<file path="src/verilog/era_pkg.sv">
// Shared constants and types for the expander reset, debounce and alert block
package era_pkg;
    localparam int NUM_LINES = 18;
    localparam int NUM_PORTS = 3;
    localparam int PORT_WIDTH = 8;
    localparam int CLK_PERIOD_NS = 10;
    // Debounce clock period, in ns
    localparam int DEB_PERIOD_NS = 50000;
    localparam int DEB_CYCLES = DEB_PERIOD_NS / CLK_PERIOD_NS;
    // Alert clear bound, in ns
    localparam int ALERT_CLEAR_MAX_NS = 1000;
    localparam int ALERT_CLEAR_CYCLES = ALERT_CLEAR_MAX_NS / CLK_PERIOD_NS;
    localparam logic [NUM_LINES-1:0] DIR_RESET = 18'h00000;
    localparam logic [NUM_LINES-1:0] PULL_RESET = 18'h3FFFF;
    localparam logic [NUM_LINES-1:0] DATA_RESET = 18'h00000;
    localparam logic DEB_OFF_RESET = 1'b0;

    typedef struct packed {
        logic [NUM_LINES-1:0] dir;
        logic [NUM_LINES-1:0] pull_en;
        logic [NUM_LINES-1:0] data;
        logic deb_off;
    } era_cfg_t;

    localparam era_cfg_t CFG_RESET = '{
        dir: DIR_RESET,
        pull_en: PULL_RESET,
        data: DATA_RESET,
        deb_off: DEB_OFF_RESET
    };
endpackage

</file>
<file path="src/verilog/era_debounce.sv">
// Two-stage debounce register bank clocked by a shared tick
`timescale 1ns/1ps
module era_debounce (
    input wire logic clk_i,                          // System clock
    input wire logic rst_i,                          // Async reset
    input wire logic clr_i,                          // Sync clear
    input wire logic tick_i,                         // Debounce clock edge
    input wire logic [era_pkg::NUM_LINES-1:0] in_i,  // Raw inputs
    output logic [era_pkg::NUM_LINES-1:0] out_o      // Debounced level
);
    logic [era_pkg::NUM_LINES-1:0] stage1;
    logic [era_pkg::NUM_LINES-1:0] stage2;
    logic [era_pkg::NUM_LINES-1:0] next_stage1;
    logic [era_pkg::NUM_LINES-1:0] next_stage2;

    always_comb begin
        next_stage1 = stage1;
        next_stage2 = stage2;
        if (clr_i) begin
            next_stage1 = era_pkg::DATA_RESET;
            next_stage2 = era_pkg::DATA_RESET;
        end else if (tick_i) begin
            next_stage1 = in_i;
            next_stage2 = (in_i & stage1 & stage2) | (in_i & stage1 & ~stage2)
                | (stage2 & (in_i ^ stage1));
        end
    end

    always_ff @(posedge clk_i or posedge rst_i) begin
        if (rst_i) begin
            stage1 <= era_pkg::DATA_RESET;
            stage2 <= era_pkg::DATA_RESET;
        end else begin
            stage1 <= next_stage1;
            stage2 <= next_stage2;
        end
    end

    assign out_o = stage2;

    AST_STAGE2_CONFIRM: assert property (
        @(posedge clk_i) disable iff (rst_i)
        (tick_i && !clr_i) |=>
            (stage2 == (($past(in_i) & $past(stage1))
                | ($past(stage2) & ($past(in_i) ^ $past(stage1))))))
        else $error("second stage took an unconfirmed level");
    AST_STAGE_HOLD: assert property (
        @(posedge clk_i) disable iff (rst_i)
        (!tick_i && !clr_i) |=> ($stable(stage1) && $stable(stage2)))
        else $error("debounce stage moved without a tick");
endmodule

</file>
<file path="src/verilog/era_top.sv">
// Reset handling, input debounce and input-change alert of the expander
//
// Functional notes
// - Inputs pass two stages on shared tick
// - Second stage loads only confirmed level
// - Debounce latency up to two ticks
// - Reset pin low forces all defaults except the free-running tick counter
// - Port levels change only out of reset
// - Lines default to input with pulldown
// - Power-on reset matches reset pin; it also zeroes the tick counter, which the pin leaves running
// - Open-drain alert reports input change
// - Alert valid within debounce bounds
// - Read acknowledge drops alert within 1us
// - Alert clears on revert or port read
// - Outputs and foreign traffic never alert
`timescale 1ns/1ps
module era_top #(
    parameter int DEB_CYCLES = era_pkg::DEB_CYCLES
) (
    input wire logic clk_i,                             // System clock
    input wire logic rst_i,                             // Power-on reset
    input wire logic reset_n_i,                         // Reset pin, low
    input wire logic [era_pkg::NUM_LINES-1:0] gpio_i,   // Pin levels
    input wire logic cfg_wr_i,                          // Config strobe
    input wire era_pkg::era_cfg_t cfg_i,                // Config value
    input wire logic [era_pkg::NUM_PORTS-1:0] rd_ack_i, // Port read ack
    output era_pkg::era_cfg_t cfg_o,                    // Active config
    output logic [era_pkg::NUM_LINES-1:0] gpio_o,       // Pin drive level
    output logic [era_pkg::NUM_LINES-1:0] gpio_oe_o,    // Pin drive enable
    output logic [era_pkg::NUM_LINES-1:0] in_level_o,   // Filtered inputs
    output logic input_change_flag_o,                   // Pending change
    output logic alert_o,                               // Alert pin level
    output logic alert_oe_o                             // Alert pulls low
);
    localparam int TW = $clog2(DEB_CYCLES);

    function automatic logic [era_pkg::NUM_LINES-1:0] port_mask(
        input logic [era_pkg::NUM_PORTS-1:0] ack
    );
        logic [era_pkg::NUM_LINES-1:0] m;
        m = '0;
        for (int p = 0; p < era_pkg::NUM_PORTS; p++) begin
            for (int b = 0; b < era_pkg::PORT_WIDTH; b++) begin
                if (p * era_pkg::PORT_WIDTH + b < era_pkg::NUM_LINES) begin
                    m[p * era_pkg::PORT_WIDTH + b] = ack[p];
                end
            end
        end
        return m;
    endfunction

    // reset pin acts as a synchronous clear
    logic clr;
    assign clr = !reset_n_i;

    // Free-running debounce tick
    logic [TW-1:0] tick_cnt;
    logic [TW-1:0] next_tick_cnt;
    logic tick;

    always_comb begin
        if (tick_cnt == TW'(DEB_CYCLES - 1)) begin
            next_tick_cnt = '0;
        end else begin
            next_tick_cnt = tick_cnt + TW'(1);
        end
    end

    always_ff @(posedge clk_i or posedge rst_i) begin
        if (rst_i) begin
            tick_cnt <= '0;
        end else begin
            tick_cnt <= next_tick_cnt;
        end
    end

    assign tick = (tick_cnt == TW'(DEB_CYCLES - 1));

    // Configuration
    era_pkg::era_cfg_t cfg;
    era_pkg::era_cfg_t next_cfg;

    always_comb begin
        next_cfg = cfg;
        if (clr) begin
            next_cfg = era_pkg::CFG_RESET;
        end else if (cfg_wr_i) begin
            // changes accepted only out of reset
            next_cfg = cfg_i;
        end
    end

    always_ff @(posedge clk_i or posedge rst_i) begin
        if (rst_i) begin
            cfg <= era_pkg::CFG_RESET;
        end else begin
            cfg <= next_cfg;
        end
    end

    // Debounce path
    logic [era_pkg::NUM_LINES-1:0] deb_level;

    // latency is one to two tick periods
    era_debounce u_deb (
        .clk_i(clk_i),
        .rst_i(rst_i),
        .clr_i(clr),
        .tick_i(tick),
        .in_i(gpio_i),
        .out_o(deb_level)
    );

    // Alert state
    logic [era_pkg::NUM_LINES-1:0] level;
    logic [era_pkg::NUM_LINES-1:0] ref_level;
    logic [era_pkg::NUM_LINES-1:0] pend;
    logic [era_pkg::NUM_LINES-1:0] next_level;
    logic [era_pkg::NUM_LINES-1:0] next_ref;
    logic [era_pkg::NUM_LINES-1:0] next_pend;
    logic [era_pkg::NUM_LINES-1:0] rd_mask;

    always_comb begin
        // acknowledged ports take the new reference
        rd_mask = port_mask(rd_ack_i);
        next_level = cfg.deb_off ? gpio_i : deb_level;
        // read takes current level as reference
        next_ref = (ref_level & ~rd_mask) | (level & rd_mask);
        next_pend = (level ^ next_ref) & ~cfg.dir;
        if (clr) begin
            next_level = era_pkg::DATA_RESET;
            next_ref = era_pkg::DATA_RESET;
            next_pend = '0;
        end
    end

    always_ff @(posedge clk_i or posedge rst_i) begin
        if (rst_i) begin
            level <= era_pkg::DATA_RESET;
            ref_level <= era_pkg::DATA_RESET;
            pend <= '0;
        end else begin
            level <= next_level;
            ref_level <= next_ref;
            pend <= next_pend;
        end
    end

    // Registered outputs
    logic next_flag;
    logic [era_pkg::NUM_LINES-1:0] next_gpio;
    logic [era_pkg::NUM_LINES-1:0] next_oe;

    always_comb begin
        // alert follows filtered level by two edges
        // any pending input change raises alert
        next_flag = (|pend) && !clr;
        next_gpio = clr ? era_pkg::DATA_RESET : (cfg.data & cfg.dir);
        next_oe = clr ? era_pkg::DIR_RESET : cfg.dir;
    end

    always_ff @(posedge clk_i or posedge rst_i) begin
        if (rst_i) begin
            cfg_o <= era_pkg::CFG_RESET;
            gpio_o <= era_pkg::DATA_RESET;
            gpio_oe_o <= era_pkg::DIR_RESET;
            in_level_o <= era_pkg::DATA_RESET;
            input_change_flag_o <= 1'b0;
            alert_o <= 1'b0;
            alert_oe_o <= 1'b0;
        end else begin
            cfg_o <= next_cfg;
            gpio_o <= next_gpio;
            gpio_oe_o <= next_oe;
            in_level_o <= next_level;
            input_change_flag_o <= next_flag;
            alert_o <= 1'b0;
            alert_oe_o <= next_flag;
        end
    end

    // Checks
    // Age of the last full read, saturating so it never wraps
    logic [7:0] clr_age;
    logic [7:0] next_clr_age;

    always_comb begin
        next_clr_age = clr_age;
        if (rd_ack_i == 3'h7 && !clr) begin
            next_clr_age = 8'h01;
        end else if (clr_age != 8'h00 && clr_age != 8'hFF) begin
            next_clr_age = clr_age + 8'h01;
        end
    end

    always_ff @(posedge clk_i or posedge rst_i) begin
        if (rst_i) begin
            clr_age <= 8'h00;
        end else begin
            clr_age <= next_clr_age;
        end
    end

    AST_TICK_SPACING: assert property (
        @(posedge clk_i) disable iff (rst_i)
        tick |=> !tick [*8])
        else $error("debounce tick repeated too soon");
    AST_LATENCY: assert property (
        @(posedge clk_i) disable iff (rst_i)
        (!tick && !clr) |=> $stable(deb_level))
        else $error("debounced level moved between ticks");
    AST_PIN_RESET: assert property (
        @(posedge clk_i) disable iff (rst_i)
        !reset_n_i |=> (cfg == era_pkg::CFG_RESET && pend == '0)
            ##1 (!alert_oe_o && gpio_oe_o == era_pkg::DIR_RESET))
        else $error("reset pin did not restore defaults");
    AST_NO_CFG_IN_RESET: assert property (
        @(posedge clk_i) disable iff (rst_i)
        (!reset_n_i && cfg_wr_i) |=> (cfg_o.dir == era_pkg::DIR_RESET))
        else $error("configuration changed while reset pin low");
    AST_DEFAULT_PULL: assert property (
        @(posedge clk_i) disable iff (rst_i)
        $rose(reset_n_i) |-> (cfg_o.pull_en == era_pkg::PULL_RESET
            && cfg_o.dir == era_pkg::DIR_RESET))
        else $error("lines not inputs with pulldown after reset");
    AST_BYPASS_ALERT: assert property (
        @(posedge clk_i) disable iff (rst_i)
        (cfg.deb_off && reset_n_i && ((gpio_i ^ ref_level) & ~cfg.dir) != '0
            && rd_ack_i == '0 && !cfg_wr_i) ##1 (reset_n_i && rd_ack_i == '0
            && !cfg_wr_i && $stable(gpio_i)) ##1 reset_n_i |=> alert_oe_o)
        else $error("bypassed change did not reach alert in time");
    AST_READ_CLEAR: assert property (
        @(posedge clk_i) disable iff (rst_i)
        (clr_age == 8'h03 && $past(level, 2) == $past(level, 3))
            |-> !alert_oe_o)
        else $error("alert not cleared after full port read");
    AST_CLEAR_BOUND: assert property (
        @(posedge clk_i) disable iff (rst_i)
        (rd_ack_i != '0 && reset_n_i) ##1 $stable(level)
            |=> ((pend & port_mask($past(rd_ack_i, 2))) == '0))
        else $error("read port still pending after its ack");
    AST_REVERT_CLEAR: assert property (
        @(posedge clk_i) disable iff (rst_i)
        (level == ref_level) |=> (pend == '0))
        else $error("reverted input left alert pending");
    AST_OUTPUT_QUIET: assert property (
        @(posedge clk_i) disable iff (rst_i)
        (pend & cfg.dir & $past(cfg.dir)) == '0)
        else $error("output line raised the alert");
    AST_ALERT_FOLLOW: assert property (
        @(posedge clk_i) disable iff (rst_i)
        (reset_n_i && pend != '0) |=> alert_oe_o && input_change_flag_o)
        else $error("pending change not shown on alert");
    AST_FLAG_MATCH: assert property (
        @(posedge clk_i) disable iff (rst_i)
        input_change_flag_o == alert_oe_o)
        else $error("change flag and alert disagree");
    AST_ALERT_LOW: assert property (
        @(posedge clk_i) disable iff (rst_i)
        !alert_o)
        else $error("open-drain alert drove a high level");
    AST_GPIO_DRIVE: assert property (
        @(posedge clk_i) disable iff (rst_i)
        (gpio_o & ~gpio_oe_o) == '0)
        else $error("undriven line shows a drive level");
    AST_BYPASS_LEVEL: assert property (
        @(posedge clk_i) disable iff (rst_i)
        (cfg.deb_off && !clr) |=> (level == $past(gpio_i)))
        else $error("bypass did not pass the pin level");
    AST_DEB_LEVEL: assert property (
        @(posedge clk_i) disable iff (rst_i)
        (!cfg.deb_off && !clr) |=> (level == $past(deb_level)))
        else $error("debounce on but level not from stages");
    AST_POR_DEFAULTS: assert property (
        @(posedge clk_i)
        $past(rst_i) |-> (cfg == era_pkg::CFG_RESET && pend == '0
            && !alert_oe_o && tick_cnt == '0))
        else $error("power-on reset left state off its defaults");
    AST_OE_DIR: assert property (
        @(posedge clk_i) disable iff (rst_i)
        !$past(clr) |-> (gpio_oe_o == $past(cfg.dir)))
        else $error("drive enable does not follow direction");
    AST_REF_HOLD: assert property (
        @(posedge clk_i) disable iff (rst_i)
        (rd_ack_i == '0 && !clr) |=> $stable(ref_level))
        else $error("reference moved without a port read");
    AST_IN_LEVEL: assert property (
        @(posedge clk_i) disable iff (rst_i)
        in_level_o == level)
        else $error("filtered level output out of step");
    AST_CNT_RANGE: assert property (
        @(posedge clk_i) disable iff (rst_i)
        tick_cnt <= TW'(DEB_CYCLES - 1))
        else $error("debounce tick counter out of range");
    AST_CLR_STAGES: assert property (
        @(posedge clk_i) disable iff (rst_i)
        !reset_n_i |=> (deb_level == era_pkg::DATA_RESET
            && level == era_pkg::DATA_RESET))
        else $error("reset pin left debounce state set");
    AST_GPIO_IN_RESET: assert property (
        @(posedge clk_i) disable iff (rst_i)
        !reset_n_i |=> ##1 (gpio_o == era_pkg::DATA_RESET))
        else $error("line drive level set while reset pin low");
endmodule

</file>
<file path="config.mk">
export PLATFORM = sky130hd
export DESIGN_NAME = era_top
export DESIGN_NICKNAME = d
export VERILOG_FILES = /design/src/verilog/era_pkg.sv /design/src/verilog/era_debounce.sv /design/src/verilog/era_top.sv
export SDC_FILE = /design/constraint.sdc
export NUM_CORES = 1
export LEC_CHECK = 0
export ABC_AREA = 1
export CAP_MARGIN = 5
export CORE_MARGIN = 3
export CORE_UTILIZATION = 55
export CTS_CLUSTER_SIZE = 14
export DETAILED_ROUTE_END_ITERATION = 16
export DONT_BUFFER_PORTS = 1
export PLACE_DENSITY = 0.78
export SLEW_MARGIN = 20
export SYNTH_ARGS = -nofsm -noshare
export SYNTH_HDL_FRONTEND = slang
export SYNTH_SLANG_ARGS = --single-unit
</file>
<file path="constraint.sdc">
create_clock -name clk_i -period 12.2 [get_ports clk_i]
set_input_delay 1.22 -clock clk_i [delete_from_list [all_inputs] [get_ports clk_i]]
set_output_delay 1.22 -clock clk_i [all_outputs]
set_load 0.1 [all_outputs]
</file>
==> results of run 1 <==
## cell type report
class                   count  area [sq um]
flip-flops and latches    195          4900
well taps                 184           230
multi-input cells         491          2700
clock inverters            14           146
fillers                  1198          5780
clock buffers              18           439
repair buffers              2          15.0
inverters                  99           379
## sequential cells by signal (all words and copies together) (netlist names)
register / count
cfg_o: 55
alert_oe_o: 1
pend: 18
u_deb.stage1: 18
gpio_o: 18
gpio_oe_o: 18
u_deb.out_o: 18
ref_level: 18
in_level_o: 18
tick_cnt: 13
## metrics by stage
step           power (W)  cell area (sq um)  setup slack (ps)  utilization [%]
6_report         0.00144               8810              9480             60.4
3_3_place_gp    0.000902               8220              9080             56.4
5_1_grt          0.00149               8810              9460             60.4
4_1_cts          0.00145               8810              9290             60.4
2_1_floorplan   0.000892               8250              5700                -
3_5_place_dp    0.000905               8220              8920             56.4
## cells by family after synthesis
kind of cell             after synthesis  share of synthesized area [%]
AO/OA/AOI/OAI                        133                           10.5
XOR/XNOR                               3                          0.319
adder cells (fa/ha/maj)               19                           2.88
buffers and inverters                144                           7.87
flip-flops                           195                           59.4
other                                  1                         0.0455
AND/OR/NAND/NOR                      335                           18.9
## cells in the mapped netlist (2+ instances only)
cell,count
a211oi_1,14
a21o_1,18
a21oi_1,19
a22oi_1,14
buf_1,3
buf_2,24
buf_4,5
buf_6,8
clkbuf_1,5
dfrtp_1,177
dfstp_2,18
ha_1,19
inv_1,93
inv_2,5
nand2_1,104
nand2_2,6
nand3_1,35
nand3_2,10
nand4_1,38
nor2_1,121
nor2_2,2
nor2_8,2
nor3_1,2
nor4_1,14
o211ai_1,3
o21ai_0,43
o21bai_1,4
o22a_1,18
xor2_1,3
## placed cells by master (no fill, tap or decap), types with 2 or more instances in the layout
cell type  synthesis  final
dfrtp_1          177    176
nor2_1           121    121
a21oi_1           19     19
ha_1              19     19
clkbuf_16          0     17
a211oi_1          14     14
o21ai_0           43     43
inv_8              0      3
nor2_8             2      2
nand3_1           35     35
clkinv_4           0      2
nor4_1            14     14
nand2_2            6      7
inv_6              0      5
o211ai_1           3      3
a22oi_1           14     14
o22a_1            18     18
inv_1             93     91
nand4_1           38     38
nor2_2             2      2
nand3_2           10     10
clkinv_1           1      2
buf_4              5      2
o21bai_1           4      4
dfstp_2           18     18
nor3_1             2      2
nand2_1          104    103
a21o_1            18     18
xor2_1             3      3
inv_2              5      6
## layer usage
metal	GRT usage, %	wire length [microns]	up-vias
met4	8.24	472	0
met3	6.31	1500	39
li1	-	-	2689
met5	0	0	-
met1	30.6	7780	2837
met2	36.3	8950	227
## power by group through the flow
| stage | clock [W] | combinational (W) | sequential, W |
|---|---|---|---|
| floorplan | 0 | 0.0000627 | 0.000829 |
| global placement | 0 | 0.0000629 | 0.000840 |
| detailed placement | 0 | 0.0000649 | 0.000840 |
| CTS | 0.000553 | 0.0000659 | 0.000828 |
| global route | 0.000585 | 0.0000749 | 0.000830 |
| finish | 0.000550 | 0.0000646 | 0.000827 |
## how the worst min path moves through the flow
stage | start | to | slack, ps | cells after the start
2_1_floorplan | tick_cnt[11] | tick_cnt[11] | 480 | 2
5_1_grt | u_deb.stage1[3] | u_deb.stage1[3] | 540 | 2
6_report | u_deb.stage1[3] | u_deb.stage1[3] | 520 | 2
3_5_place_dp | u_deb.stage1[2] | u_deb.stage1[2] | 500 | 2
3_3_place_gp | u_deb.stage1[17] | u_deb.stage1[17] | 500 | 2
4_1_cts | u_deb.stage1[2] | u_deb.stage1[2] | 520 | 2
==> out/results.tsv, run 1 <==
metric	value	unit
nets	905	
clock-pin transition on the worst setup and hold timing paths	70	ps
Ant. Diodes	0	
Leak Pwr	4.65	nW
worst reg2reg path startpoint	tick_cnt[11]	
post-synthesis sequential area ratio	59.4	%
CTS Hold Bufs	0	
max-slew violations	0	
Seq cells post-synth	195	
Syn Std Cell Area	8250	sq um
hpwl dp	12500	microns
CP Capture Point	cfg_o[54]	
1st-pass router iterations	5	
GR Util All Layers	22.9	%
logic gate share of total power	4.5	%
Seq pwr share	57.4	%
Die Wd	128	microns
Setup crit end kind	output port	
Critical Path Fanout Max	3	
Starting Density	56.5	%
wire per inst	18.6	microns
Die ar.	16500	sq um
Finished Layout Cells	1003	
Clk network pwr share	38.1	%
PD cells	164	nW/um^2
largest net degree at the start of global routing	129	
routed vias	5792	
clock buffer depth	2	
Int Pwr	0.000983	W
crit share post-route	22.3	%
Core ar.	14600	sq um
reg2reg path depth	6	
placed cells	971	
number of H-tree branching levels	4	
Synth Instances	830	
Skew-Pair Late Insertion Delay	440	ps
Worst-Margin Slew	1070	ps
Post CTS Setup Buffer Count	0	
root buffer cell	clkbuf_16	
Period minus WS final	2720	ps
Clock Sinks	195	
number of global-route vias before repair	5492	
RD Place Congestion	0.865	
Die H	128	microns
Final Skew	10.4	ps
syn_nets	929	
Slew headroom	28.8	%
drc violations	0	
status	completed	
first-pass GRT wire length	29800	microns
Reg2Reg Capture Point	u_deb.out_o[0]	
cell taking the most area after synthesis	dfrtp_1	
worst endpoint required time	10980	ps
P_sw	0.000459	W
endpoints failing hold	0	
EDFF count, synth	0	
Starting DRT DRC Count	441	
IO Port Bufs	0	
top-area cell type share of the netlist area	53.7	%
# rows	44	
CP Class	reg -> out	
Worst Path Arrival	1500	ps
final wirelength	18700	microns
worst min path class	reg -> reg	
area delta synth->final	6.84	%
Resize count post-CTS	0	
synth top area cells	dfrtp_1 (54%), dfstp_2 (5.7%), nor2_1 (5.5%), nand2_1 (4.7%), inv_1 (4.2%)	
Fin Hold WS	520	ps
worst setup path startpoint	cfg_o[54]	
initial antenna violation count	0	
Yosys cell types	32	
endpoints failing setup	0	
Syn Area/Cell	9.94	sq um
GRT overflow	0	
sw frac	31.8	%
Async S/R FF share, synth	100	%
CTS tree	done	
max cap viols	0	
Final TNS setup	0	ps
cell count along the critical path	0	
YS warnings	0	
RSZ-0062 raised after global routing	no	
setup slack, reg-to-reg	10140	ps
cts bufs inserted	17	
I/O Pins	192	
CP startpoint kind	register	
remaining antenna violation count	0	
Fmax	368	MHz
Peak VDD IR	0.109	mV
DR vias/cell	5.77	
prevailing post-synth register cell	dfrtp_1	
layout cells sized above 1	9.89	%
Power figures use the tool's default switching activity.
==> run 2: changes to the inputs <==
--- a/config.mk
+++ b/config.mk
@@ -5,14 +5,14 @@
 export SDC_FILE = /design/constraint.sdc
 export NUM_CORES = 1
 export LEC_CHECK = 0
-export ABC_AREA = 1
+export ABC_AREA = 0
 export CAP_MARGIN = 5
 export CORE_MARGIN = 3
 export CORE_UTILIZATION = 55
 export CTS_CLUSTER_SIZE = 14
 export DETAILED_ROUTE_END_ITERATION = 16
 export DONT_BUFFER_PORTS = 1
-export PLACE_DENSITY = 0.78
+export PLACE_DENSITY = 0.81
 export SLEW_MARGIN = 20
 export SYNTH_ARGS = -nofsm -noshare
 export SYNTH_HDL_FRONTEND = slang
==> constraint.sdc (replaced) <==
create_clock -name clk_i -period 2.4 [get_ports clk_i]
set_input_delay 0.24 -clock clk_i [delete_from_list [all_inputs] [get_ports clk_i]]
set_output_delay 0.24 -clock clk_i [all_outputs]
set_load 0.1 [all_outputs]
==> out/results.tsv, run 2 <==
metric	value	unit	change
Top delay family on crit path	buffers and inverters		
Worst-Margin Slew	954	ps	-114 ps
wire per inst	20.1	microns	+7.7%
nets	904		-0.11%
Period minus WS final	2330	ps	
Final Skew	9.64	ps	-0.754 ps
Finished Layout Cells	1002		-0.10%
Synth Instances	695		-16%
worst endpoint required time	2750	ps	-8230 ps
number of global-route vias before repair	5837		+6.3%
syn_nets	794		-15%
initial antenna violation count	1		+1
status	completed		
Peak VDD IR	0.437	mV	+300%
placed cells	896		-7.7%
remaining antenna violation count	0		unchanged
Skew-Pair Late Insertion Delay	420	ps	-20 ps
hpwl dp	12200	microns	-2.1%
Slew headroom	36.6	%	+7.8 points
Core ar.	14600	sq um	+0.38%
CP Class	reg -> reg		
area delta synth->final	22.8	%	
1st-pass router iterations	5		unchanged
CP startpoint kind	register		
setup slack, reg-to-reg	70	ps	-10070 ps
DR vias/cell	5.71		-1.2%
clock-pin transition on the worst setup and hold timing paths	70	ps	about the same
Worst Path Arrival	2690	ps	+1190 ps
synth top area cells	dfrtp_1 (53%), mux2i_1 (13%), dfstp_2 (5.7%), nor2b_1 (5.5%), nand2_1 (4.2%)		
drc violations	0		unchanged
top-area cell type share of the netlist area	53.3	%	-0.40 points
RD Place Congestion	0.826		-4.5%
GR Util All Layers	24.3	%	+1.4 points
commonest non-fill, non-tap cells in the layout	dfrtp_1 (175), mux2i_1 (108), nand2_1 (93)		
first-pass GRT wire length	31000	microns	+4.2%
Fmax	429	MHz	
Syn Area/Cell	12.0	sq um	+20%
Reg with most FFs	cfg_o		
most common cell after layout, fill and taps aside	dfrtp_1		
I/O Pins	192		unchanged
met1 usage	30.0	%	-0.60 points
worst min path class	in -> reg		
prevailing post-synth register cell	dfrtp_1		
worst path bufs/invs	3		
GR Util met2	41.7	%	+5.4 points
Starting Density	56.7	%	+0.21 points
clock buffer depth	2		unchanged
Leak Pwr	4.74	nW	+2.0%
YS warnings	0		unchanged
# rows	44		unchanged
Critical Path Fanout Max	19		+16
cts bufs inserted	17		unchanged
PD cells	733	nW/um^2	+350%
max FFs per register	55		unchanged
crit-path cells	ha_2 -> nand4_1 -> buf_4 -> nor3_4 -> buf_8 -> mux2i_2 -> dlygate4sd3_1		
number of H-tree branching levels	4		unchanged
crit share post-route	97.2	%	
met3 Track Usage GR	5.56	%	-0.75 points
Starting DRT DRC Count	453		+2.7%
Die ar.	16600	sq um	+0.72%
endpoints failing hold	0		unchanged
Setup crit end kind	register		
cell taking the most area after synthesis	dfrtp_1		
gr busiest metal	met2		
Async S/R FF share, synth	100	%	unchanged
top cells by count, synth	dfrtp_1 (177), mux2i_1 (109), nand2_1 (93), nor2b_1 (73), clkbuf_1 (31)		
post-place setup slack	310	ps	-8610 ps
max cap viols	0		unchanged
final wirelength	20100	microns	+7.6%
cell with the most instances after synthesis	dfrtp_1		
max-slew violations	0		unchanged
post-synthesis sequential area ratio	59.0	%	-0.45 points
EDFF count, synth	0		unchanged
IO Port Bufs	0		unchanged
Clock Sinks	195		unchanged
largest net degree at the start of global routing	157		+22%
Die H	129	microns	+0.36%
Die Wd	129	microns	+0.36%
layout cells sized above 1	15.3	%	+5.4 points
endpoints failing setup	0		unchanged
root buffer cell	clkbuf_16		
Crit-path slowest cell	dlygate4sd3_1		
Seq cells post-synth	195		unchanged
Yosys cell types	34		+6.3%
max incr delay on CP	600	ps	
GRT overflow	0		unchanged
Fill cells	977		-18%
routed vias	5717		-1.3%
final worst slack	68.0	ps	-9420 ps
Syn Std Cell Area	8310	sq um	+0.76%
CTS tree	done		
[run 2: cell count changes in the layout (fill, tap and decap cells not counted), sizes merged, moves of 19 or more]
cell / previous run / this run
nand3: 46 / 5
dlygate4sd3: 0 / 68
nor2: 125 / 3
o21ai: 43 / 2
and3: 0 / 19
and2: 0 / 19
buf: 2 / 68
mux2i: 0 / 109
xnor2: 0 / 20
nand4: 38 / 4
nor3: 2 / 21
nor2b: 0 / 73
inv: 105 / 2
[run 2: power by group]
part | switching (W) | leakage (nW) | internal (W)
Combinational | 0.000555 | 1.83 | 0.000257
Sequential | 0.000326 | 2.61 | 0.00338
Clock | 0.00119 | 0.304 | 0.00177
Total | 0.00207 | 4.74 | 0.00541
[run 2: kinds of logic after synthesis]
family	Yosys count	share of synthesized area, %
adder cells (fa/ha/maj)	19	2.86
multiplexers	109	13.1
AO/OA/AOI/OAI	27	2.03
other	1	0.0451
XOR/XNOR	25	2.63
flip-flops	195	59.0
AND/OR/NAND/NOR	272	17.5
buffers and inverters	47	2.77
[run 2: layer usage]
layer | vias up | wire, microns
met5 | - | 0
met4 | 0 | 501
met3 | 38 | 1510
met2 | 276 | 10200
met1 | 2809 | 7930
li1 | 2594 | -
[run 2: cell type report]
| cell class | count | area, sq um | share of cell area, % |
|---|---|---|---|
| diodes | 1 | 2.50 | 0.0245 |
| clock buffers | 18 | 439 | 4.30 |
| clock inverters | 13 | 181 | 1.78 |
| inverters | 1 | 7.51 | 0.0736 |
| multi-input cells | 454 | 3190 | 31.3 |
| flip-flops and latches | 195 | 4900 | 48.1 |
| well taps | 184 | 230 | 2.26 |
| repair buffers | 136 | 1250 | 12.2 |
[run 2: timing repair]
action	CTS	global route
resized for setup	0	5
buffers inserted	0	4
hold endpoints to repair	335	0
endpoints found under the setup margin	0	5
hold buffers	69	0
[run 2: final timing paths]
check,depth (start not counted),start,to
max in group asynchronous,3,rst_i,cfg_o[36]
worst max-delay path,7,tick_cnt[0],u_deb.stage1[10]
worst max register to register,7,tick_cnt[0],u_deb.stage1[10]
worst min register to register,1,cfg_o[45],pend[8]
worst min-delay path,2,cfg_i[13],cfg_o[13]
min in group asynchronous,3,rst_i,u_deb.out_o[4]
[run 2: through the flow]
| step | util, % | cell area, sq um | total power, W | setup TNS (ps) | hold WS, ps |
|---|---|---|---|---|---|
| after CTS | 69.3 | 10100 | 0.00753 | 0 | 0.427 |
| final | 69.7 | 10200 | 0.00748 | 0 | 10.9 |
| after global routing | 69.7 | 10200 | 0.00773 | -3.00 | 4.57 |
| after floorplan | - | 8310 | 0.00435 | -60830 | 376 |
| after detailed placement | 60.2 | 8820 | 0.00445 | 0 | 260 |
| after global placement | 60.2 | 8820 | 0.00443 | 0 | 254 |
